--- config.mk ---
export PLATFORM = sky130hd
export DESIGN_NAME = riu_top
export DESIGN_NICKNAME = d
export VERILOG_FILES = /design/src/riu_pkg.sv /design/src/riu_alu_if.sv /design/src/riu_rotator.sv /design/src/riu_top.sv
export SDC_FILE = /design/constraint.sdc
export NUM_CORES = 1
export LEC_CHECK = 0
export ABC_AREA = 1
export BUFFER_PORTS_ARGS = -buffer_cell sky130_fd_sc_hd__buf_4
export CAP_MARGIN = 10
export CORE_ASPECT_RATIO = 1.5
export CORE_MARGIN = 2
export CORE_UTILIZATION = 50
export DETAILED_ROUTE_END_ITERATION = 16
export PLACE_DENSITY = 0.82
export SLEW_MARGIN = 15
export SYNTH_ARGS = -nofsm -noshare
export SYNTH_HDL_FRONTEND = slang
export SYNTH_SLANG_ARGS = --single-unit
--- constraint.sdc ---
create_clock -name clk -period 2.95 [get_ports clk]
set_clock_uncertainty 0.2 [all_clocks]
set_input_delay 0.59 -clock clk [delete_from_list [all_inputs] [get_ports clk]]
set_output_delay 0.59 -clock clk [all_outputs]
set_load 0.1 [all_outputs]
--- src/riu_pkg.sv ---
// shared constants and types for the rotate instruction unit
package riu_pkg;
    localparam int        DATA_W        = 8;
    localparam int        ADDR_W        = 8;
    localparam int        MSB_POS       = 7;
    localparam int        LSB_POS       = 0;
    localparam logic [6:0] OPC_RLNC     = 7'h11;
    localparam logic [6:0] OPC_RRC      = 7'h0C;
    localparam logic      DEST_WORK     = 1'h0;
    localparam logic      DEST_FILE     = 1'h1;
    localparam logic [7:0] WORK_RST     = 8'h00;
    localparam logic      CARRY_RST     = 1'h0;
    localparam int        QUARTERS      = 4;
    typedef enum logic [1:0] {RIU_Q1, RIU_Q2, RIU_Q3, RIU_Q4} riu_phase_t;
    typedef enum logic [1:0] {RIU_NONE, RIU_RLNC, RIU_RRC} riu_op_t;
endpackage

--- src/riu_alu_if.sv ---
// interface between the sequencer and the rotate datapath
`timescale 1ns/1ps
interface riu_alu_if;
    riu_pkg::riu_op_t op;
    logic [7:0]       operand;
    logic             carry_in;
    logic [7:0]       result;
    logic             carry_out;
    modport seq (output op, output operand, output carry_in, input result, input carry_out);
    modport alu (input op, input operand, input carry_in, output result, output carry_out);
endinterface

--- src/riu_rotator.sv ---
// combinational rotate datapath
`timescale 1ns/1ps
module riu_rotator
(
    riu_alu_if.alu bus
);
    always_comb
    begin
        bus.result    = bus.operand;
        bus.carry_out = bus.carry_in;
        case (bus.op)
            riu_pkg::RIU_RLNC:
            begin
                // carry untouched
                bus.result = {bus.operand[riu_pkg::MSB_POS-1:0],
                              bus.operand[riu_pkg::MSB_POS]};
            end
            riu_pkg::RIU_RRC:
            begin
                bus.result    = {bus.carry_in, bus.operand[riu_pkg::MSB_POS:1]};
                bus.carry_out = bus.operand[riu_pkg::LSB_POS];
            end
            default:
            begin
                bus.result    = bus.operand;
                bus.carry_out = bus.carry_in;
            end
        endcase
    end
endmodule

--- src/riu_top.sv ---
// rotate instruction unit: decode, quarter sequencing, writeback
`timescale 1ns/1ps
module riu_top
(
    input  wire logic        clk,
    input  wire logic        sys_rst,
    input  wire logic [15:0] instr_word,
    output logic             instr_take,
    output logic [7:0]       file_addr,
    output logic             file_rd,
    input  wire logic [7:0]  file_rdata,
    output logic             file_wr,
    output logic [7:0]       file_wdata,
    output logic [7:0]       working_register,
    output logic             carry_flag,
    output logic             op_done
);
    riu_alu_if alu_bus ();

    riu_rotator u_rot
    (
        .bus (alu_bus)
    );

    riu_pkg::riu_phase_t phase_q, phase_d;
    riu_pkg::riu_op_t    op_q, op_d;
    logic                dest_q, dest_d;
    logic [7:0]          addr_q, addr_d;
    logic [7:0]          opnd_q, opnd_d;
    logic [7:0]          res_q, res_d;
    logic                cres_q, cres_d;
    logic [7:0]          work_q, work_d;
    logic                carry_q, carry_d;
    logic                wr_q, wr_d;
    logic [7:0]          wdat_q, wdat_d;
    logic                done_q, done_d;
    riu_pkg::riu_op_t    dec_op;

    // opcode lives in bits 15:9, dest in bit 8, address in 7:0
    always_comb
    begin
        if (instr_word[15:9] == riu_pkg::OPC_RRC)
            dec_op = riu_pkg::RIU_RRC;
        else if (instr_word[15:9] == riu_pkg::OPC_RLNC)
            dec_op = riu_pkg::RIU_RLNC;
        else
            dec_op = riu_pkg::RIU_NONE;
    end

    assign alu_bus.op       = op_q;
    assign alu_bus.operand  = opnd_q;
    assign alu_bus.carry_in = carry_q;

    always_comb
    begin
        phase_d = phase_q;
        op_d    = op_q;
        dest_d  = dest_q;
        addr_d  = addr_q;
        opnd_d  = opnd_q;
        res_d   = res_q;
        cres_d  = cres_q;
        work_d  = work_q;
        carry_d = carry_q;
        wr_d    = 1'b0;
        wdat_d  = wdat_q;
        done_d  = 1'b0;
        case (phase_q)
            riu_pkg::RIU_Q1:
            begin
                op_d    = dec_op;
                dest_d  = instr_word[8];
                addr_d  = instr_word[7:0];
                phase_d = riu_pkg::RIU_Q2;
            end
            riu_pkg::RIU_Q2:
            begin
                opnd_d  = file_rdata;
                phase_d = riu_pkg::RIU_Q3;
            end
            riu_pkg::RIU_Q3:
            begin
                res_d   = alu_bus.result;
                cres_d  = alu_bus.carry_out;
                phase_d = riu_pkg::RIU_Q4;
            end
            default:
            begin
                phase_d = riu_pkg::RIU_Q1;
                if (op_q != riu_pkg::RIU_NONE)
                begin
                    done_d = 1'b1;
                    // carry only moves for the through-carry form
                    if (op_q == riu_pkg::RIU_RRC)
                        carry_d = cres_q;
                    if (dest_q == riu_pkg::DEST_FILE)
                    begin
                        wr_d   = 1'b1;
                        wdat_d = res_q;
                    end
                    else
                        work_d = res_q;
                end
            end
        endcase
    end

    always_ff @(posedge clk)
    begin
        if (sys_rst)
        begin
            phase_q <= riu_pkg::RIU_Q1;
            op_q    <= riu_pkg::RIU_NONE;
            dest_q  <= riu_pkg::DEST_WORK;
            addr_q  <= 8'h00;
            opnd_q  <= 8'h00;
            res_q   <= 8'h00;
            cres_q  <= riu_pkg::CARRY_RST;
            work_q  <= riu_pkg::WORK_RST;
            carry_q <= riu_pkg::CARRY_RST;
            wr_q    <= 1'b0;
            wdat_q  <= 8'h00;
            done_q  <= 1'b0;
        end
        else
        begin
            phase_q <= phase_d;
            op_q    <= op_d;
            dest_q  <= dest_d;
            addr_q  <= addr_d;
            opnd_q  <= opnd_d;
            res_q   <= res_d;
            cres_q  <= cres_d;
            work_q  <= work_d;
            carry_q <= carry_d;
            wr_q    <= wr_d;
            wdat_q  <= wdat_d;
            done_q  <= done_d;
        end
    end

    assign instr_take       = (phase_q == riu_pkg::RIU_Q1);
    assign file_rd          = (phase_q == riu_pkg::RIU_Q2);
    assign file_addr        = addr_q;
    assign file_wr          = wr_q;
    assign file_wdata       = wdat_q;
    assign working_register = work_q;
    assign carry_flag       = carry_q;
    assign op_done          = done_q;
endmodule

Word level (Yosys, flattened, before mapping):

Index checks and enable logic that the tools add are counted.

* equality and inequality tests: 6
* mux-type cells: 7
* bitwise gates (word level): 3
* reduce and logical (&&, ||, !) cells: 8

Operators with widths (count)
* case mux 8 bit (2 select lines): 1
* AND reduction 3 bit: 3
* == test 7 x 4 -> 1 bit (second input constant): 1
* == test 7 x 5 -> 1 bit (second input constant): 1
* case mux 2 bit (3 select lines): 1
* OR reduction 5 bit: 1
* == test 2 x 1 -> 1 bit (second input constant): 2
* == test 2 bit (second input constant): 2
* two-way mux 1 bit: 4
* OR reduction 4 bit: 1
* inverter 1 bit: 3
* OR reduction 3 bit: 1
* zero test 2 bit: 1
* two-way mux 2 bit: 1
* nonzero test 2 bit: 1

* register bits: 49
* bits of input ports: 26
* output and inout port bits: 29
* word-level logic and storage cells: 36

Depth between registers and ports, before layout:

* depth in word-level cells: 4
* gate-level depth with buffers: 7

By module:

Synthesis repeated with hierarchy kept, for this count alone.

* cell total of the unflattened synthesis: 303
* area total of the unflattened synthesis: 2119.5 um^2

Modules (own cells, without submodules)
* riu_top: times used 1, cells an instance 244, area an instance 1860.5 um^2
* riu_rotator: times used 1, cells an instance 59, area an instance 259.0 um^2

Worst setup path after synthesis:

OpenSTA, ideal clock, no wires.

* kind: register to register
* from: register phase_q[1]
* to: register opnd_q[7] (netlist: alu_bus.operand[7])
* library setup time: 0.121 ns
* data arrival time: 1.833 ns
* required time: 2.629 ns
* setup slack: 0.795 ns
* cell stages (with the launch flop): 7
* buffers on the path: 1
* path through: dfxtp_1 > inv_1 > ha_1 > inv_1 > buf_2 > o21ai_0 > a21oi_1

* word-level cells in the longest chain between the ends: 1

Ends and longest elaborated chain
* start, declared: RTL line riu_top.sv:25 `riu_pkg::riu_phase_t phase_q, phase_d;`
* start signal, assigned: RTL line riu_top.sv:112 `phase_q <= riu_pkg::RIU_Q1;`
* start signal, assigned: RTL line riu_top.sv:127 `phase_q <= phase_d;`
* == test 2 x 1 -> 1 bit
* net file_rd: RTL line riu_top.sv:10 `output logic file_rd,`
* end signal, assigned: RTL line riu_top.sv:131 `opnd_q <= opnd_d;`
* end, declared: RTL line riu_top.sv:29 `logic [7:0] opnd_q, opnd_d;`

The timed path passes the listed nets, and every way through them passes these cells.
A chain may end at the register's enable or synchronous reset.

Worst setup path in the final report:

* from: register phase_q[0]
* to: output port instr_take

* word-level cells in the longest chain between the ends: 1

Ends and longest elaborated chain
* zero test 2 bit: RTL line riu_top.sv:142 `assign instr_take = (phase_q == riu_pkg::RIU_Q1);`
* end, declared: RTL line riu_top.sv:8 `output logic instr_take,`

No other way between the ends.

==> results.tsv <==
metric	value	unit
antenna_cells	0	
synth_nets	314	
maxSlewViolCount	0	
1st_iter_drt_viols	48	
design.die.area	4656	µm²
critPathLaunchType	flop	
setup-tns-final	0	ns
post-route-worst-setup-slack	0.9382	ns
power_frac_comb	0.465	
overflow	0	
antenna_found_initial	0	
min-delay-path-class	reg2reg	
max_cap_viol_count	0	
cts_hold_fix_bufs	0	
run_status	complete, no violations	
ff2ff_setup_slack	1.18	ns
finalPower	2.702	mW
timing.critical_path.slowest_cell_delay	0.34	ns
die-height	82.58	µm
die_width	56.39	µm
ant_nets	0	
clock_path_buffers	2	
placementRows	28	
preCtsSetupSlack	0.9294	ns
cts_resized	0	
rr_endpoint	working_register[4]	
cts_setup_buffers	0	
grt_start_max_net_pins	36	
route.detailed.drc	0	
timing.hold.worst.start	working_register[2]	
setup.worst_path.end_class	output port	
period_minus_slack	2.012	ns
fin_nets	361	
cp_num_buf_inv	2	
finalSetupViolations	0	
final_layout_size_suffix_gt1_frac	0.1982	
grt_use_total	0.1892	
reg2reg_depth	6	
place_congestion	0.7931	
clockPowerShare	0.185	
synth_sequential_area_ratio	0.4766	
power.share.sequential	0.350	
critical_path_peak_fanout	3	
vdd_ir_drop_max	0.0007671	V
initial_core_util	0.5199	
timing.critical_path.depth	3	
worst_hold_path.endpoint	working_register[2]	
post_synthesis_area_per_instance	7.351	µm²
number_of_buffers_added_by_the_clock_tree_synthesis_step	5	
layout_worst_path_cycle_share	0.6820	
core_region_area	3959	µm²
critPathArrivalTime	1.22	ns
pin_count	55	
r2r-start	alu_bus.op[0]	
path_clk_slew	0.09	ns
power_switching_share	0.4788	
htree_levels	2	
mostFrequentLayoutCell	sky130_fd_sc_hd__buf_4	
critPathLaunch	phase_q[0]	
final_cell_count_no_fill	373	
fmax	497.1	MHz
internal-power	1.408	mW
portBuffers	54	
power_switching	1.294	mW
crit_slowest_cell	sky130_fd_sc_hd__dfxtp_1	
fin_worst_hold_slack	0.2689	ns
cp_top_family	buffers and inverters	
first_pass_iters	4	
yosysWarnings	0	
yosys.cell_types.count	15	
worstSkewPairLatency	0.30	ns
area_growth_syn_to_layout	25.17	%
power_density	1049	nW/µm²
worst_slew_margin_rel	0.4536	
p_leak	1.143	nW
syn_inst	280	
tritoncts	done	
crit_required	2.16	ns
wire_length_of_the_first_global_routing_pass	6.865	mm
worstPathCellList	inv_1 > ha_1 > buf_4	
final_area	2576	µm²
cts.sink_count	49	
path_class	reg2out	
placed_standard_cell_area	2456	µm²
rsz0062_at_grt	false	
vias_per_cell	5.115	
drt_wl_cell	11.31	µm
drt-total-wl	4.219	mm
timing_hold_violations_final	0	
routed-via-count	1908	
fin_util	0.6508	
max_slew.worst_pin.slew	0.8187	ns
dpl.hpwl	3.050	mm
synth_seq_cells	49	
cts.root.buffer_cell	sky130_fd_sc_hd__clkbuf_8	
vias_in_the_first_global_route	1589	
final_cell_mix	sky130_fd_sc_hd__buf_4 (54), sky130_fd_sc_hd__nand2_1 (50), sky130_fd_sc_hd__dfxtp_1 (49), sky130_fd_sc_hd__nor2_1 (42), sky130_fd_sc_hd__o21ai_0 (34)	
worstHoldPathCells	2	
synth_area	2058	µm²
dp.cells	365	
==> logic make-up (layout without fill, tap and decap cells) <==
kind of cell	after synthesis	in the layout	synth area share
adder cells (fa/ha/maj)	8	8	0.04863
buffers and inverters	43	91	0.08389
flip-flops	49	49	0.4766
AO/OA/AOI/OAI	62	62	0.1520
AND/OR/NAND/NOR	118	118	0.2389
==> how the worst max path moves through the flow <==
stage	to	slack, ns
2_1_floorplan	alu_bus.operand[7]	0.80
3_3_place_gp	dest_q	0.99
3_5_place_dp	res_q[4]	0.93
4_1_cts	file_rd	0.91
5_1_grt	instr_take	0.87
6_report	instr_take	0.94
==> cell type report <==
cell class	instances	area (µm²)
inverter	29	108.9
multi-input combinational	188	904.6
tap	45	56.30
sequential	49	980.9
clock inverter	2	37.54
timing repair buffer	54	405.4
clock buffer	6	82.58
fill	354	1383
==> flip-flops by register name (all words and copies together) (netlist names) <==
name and flops:
alu_bus.operand 8, file_addr 8, file_wdata 8, res_q 8, working_register 8, alu_bus.op 2, phase_q 2, carry_flag 1
cres_q 1, dest_q 1, file_wr 1, op_done 1
==> synth_stat cells (all sizes together) <==
cell	count	area share
a21oi	27	0.066
buf	9	0.022
clkbuf	5	0.0091
dfxtp	49	0.48
ha	8	0.049
inv	29	0.053
nand2	50	0.091
nand3	14	0.036
nand4	9	0.027
nor2	42	0.077
nor3	3	0.0073
o211ai	1	0.0036
o21ai	34	0.083
==> metal layers <==
layer | wire [µm] | part of all wire | up-vias | GRT usage
met3 | 160 | 0.038 | 8 | 0.03271
met5 | 0 | 0 | - | 0
met2 | 2197 | 0.52 | 52 | 0.3447
li1 | - | - | 1000 | -
met1 | 1773 | 0.42 | 848 | 0.2159
met4 | 87 | 0.021 | 0 | 0.08571
==> power by group through the flow <==
| stage | Clock [mW] | Combinational [mW] | Sequential [mW] |
|---|---|---|---|
| global placement | 0 | 1.23 | 0.955 |
| detailed placement | 0 | 1.25 | 0.959 |
| CTS | 0.508 | 1.26 | 0.944 |
| floorplan | 0 | 0.669 | 1.29 |
| finish | 0.499 | 1.26 | 0.947 |
| global route | 0.530 | 1.37 | 0.963 |
==> worst register-to-register path, delay by kind of cell, from the launching register on <==
kind            cells  cell delay [ns]
fa+ha+maj           1             0.21
compound gates      1             0.07
flops               1             0.37
simple gates        2             0.45
buf+inv             2             0.37
(Power assumes the default switching activity.)
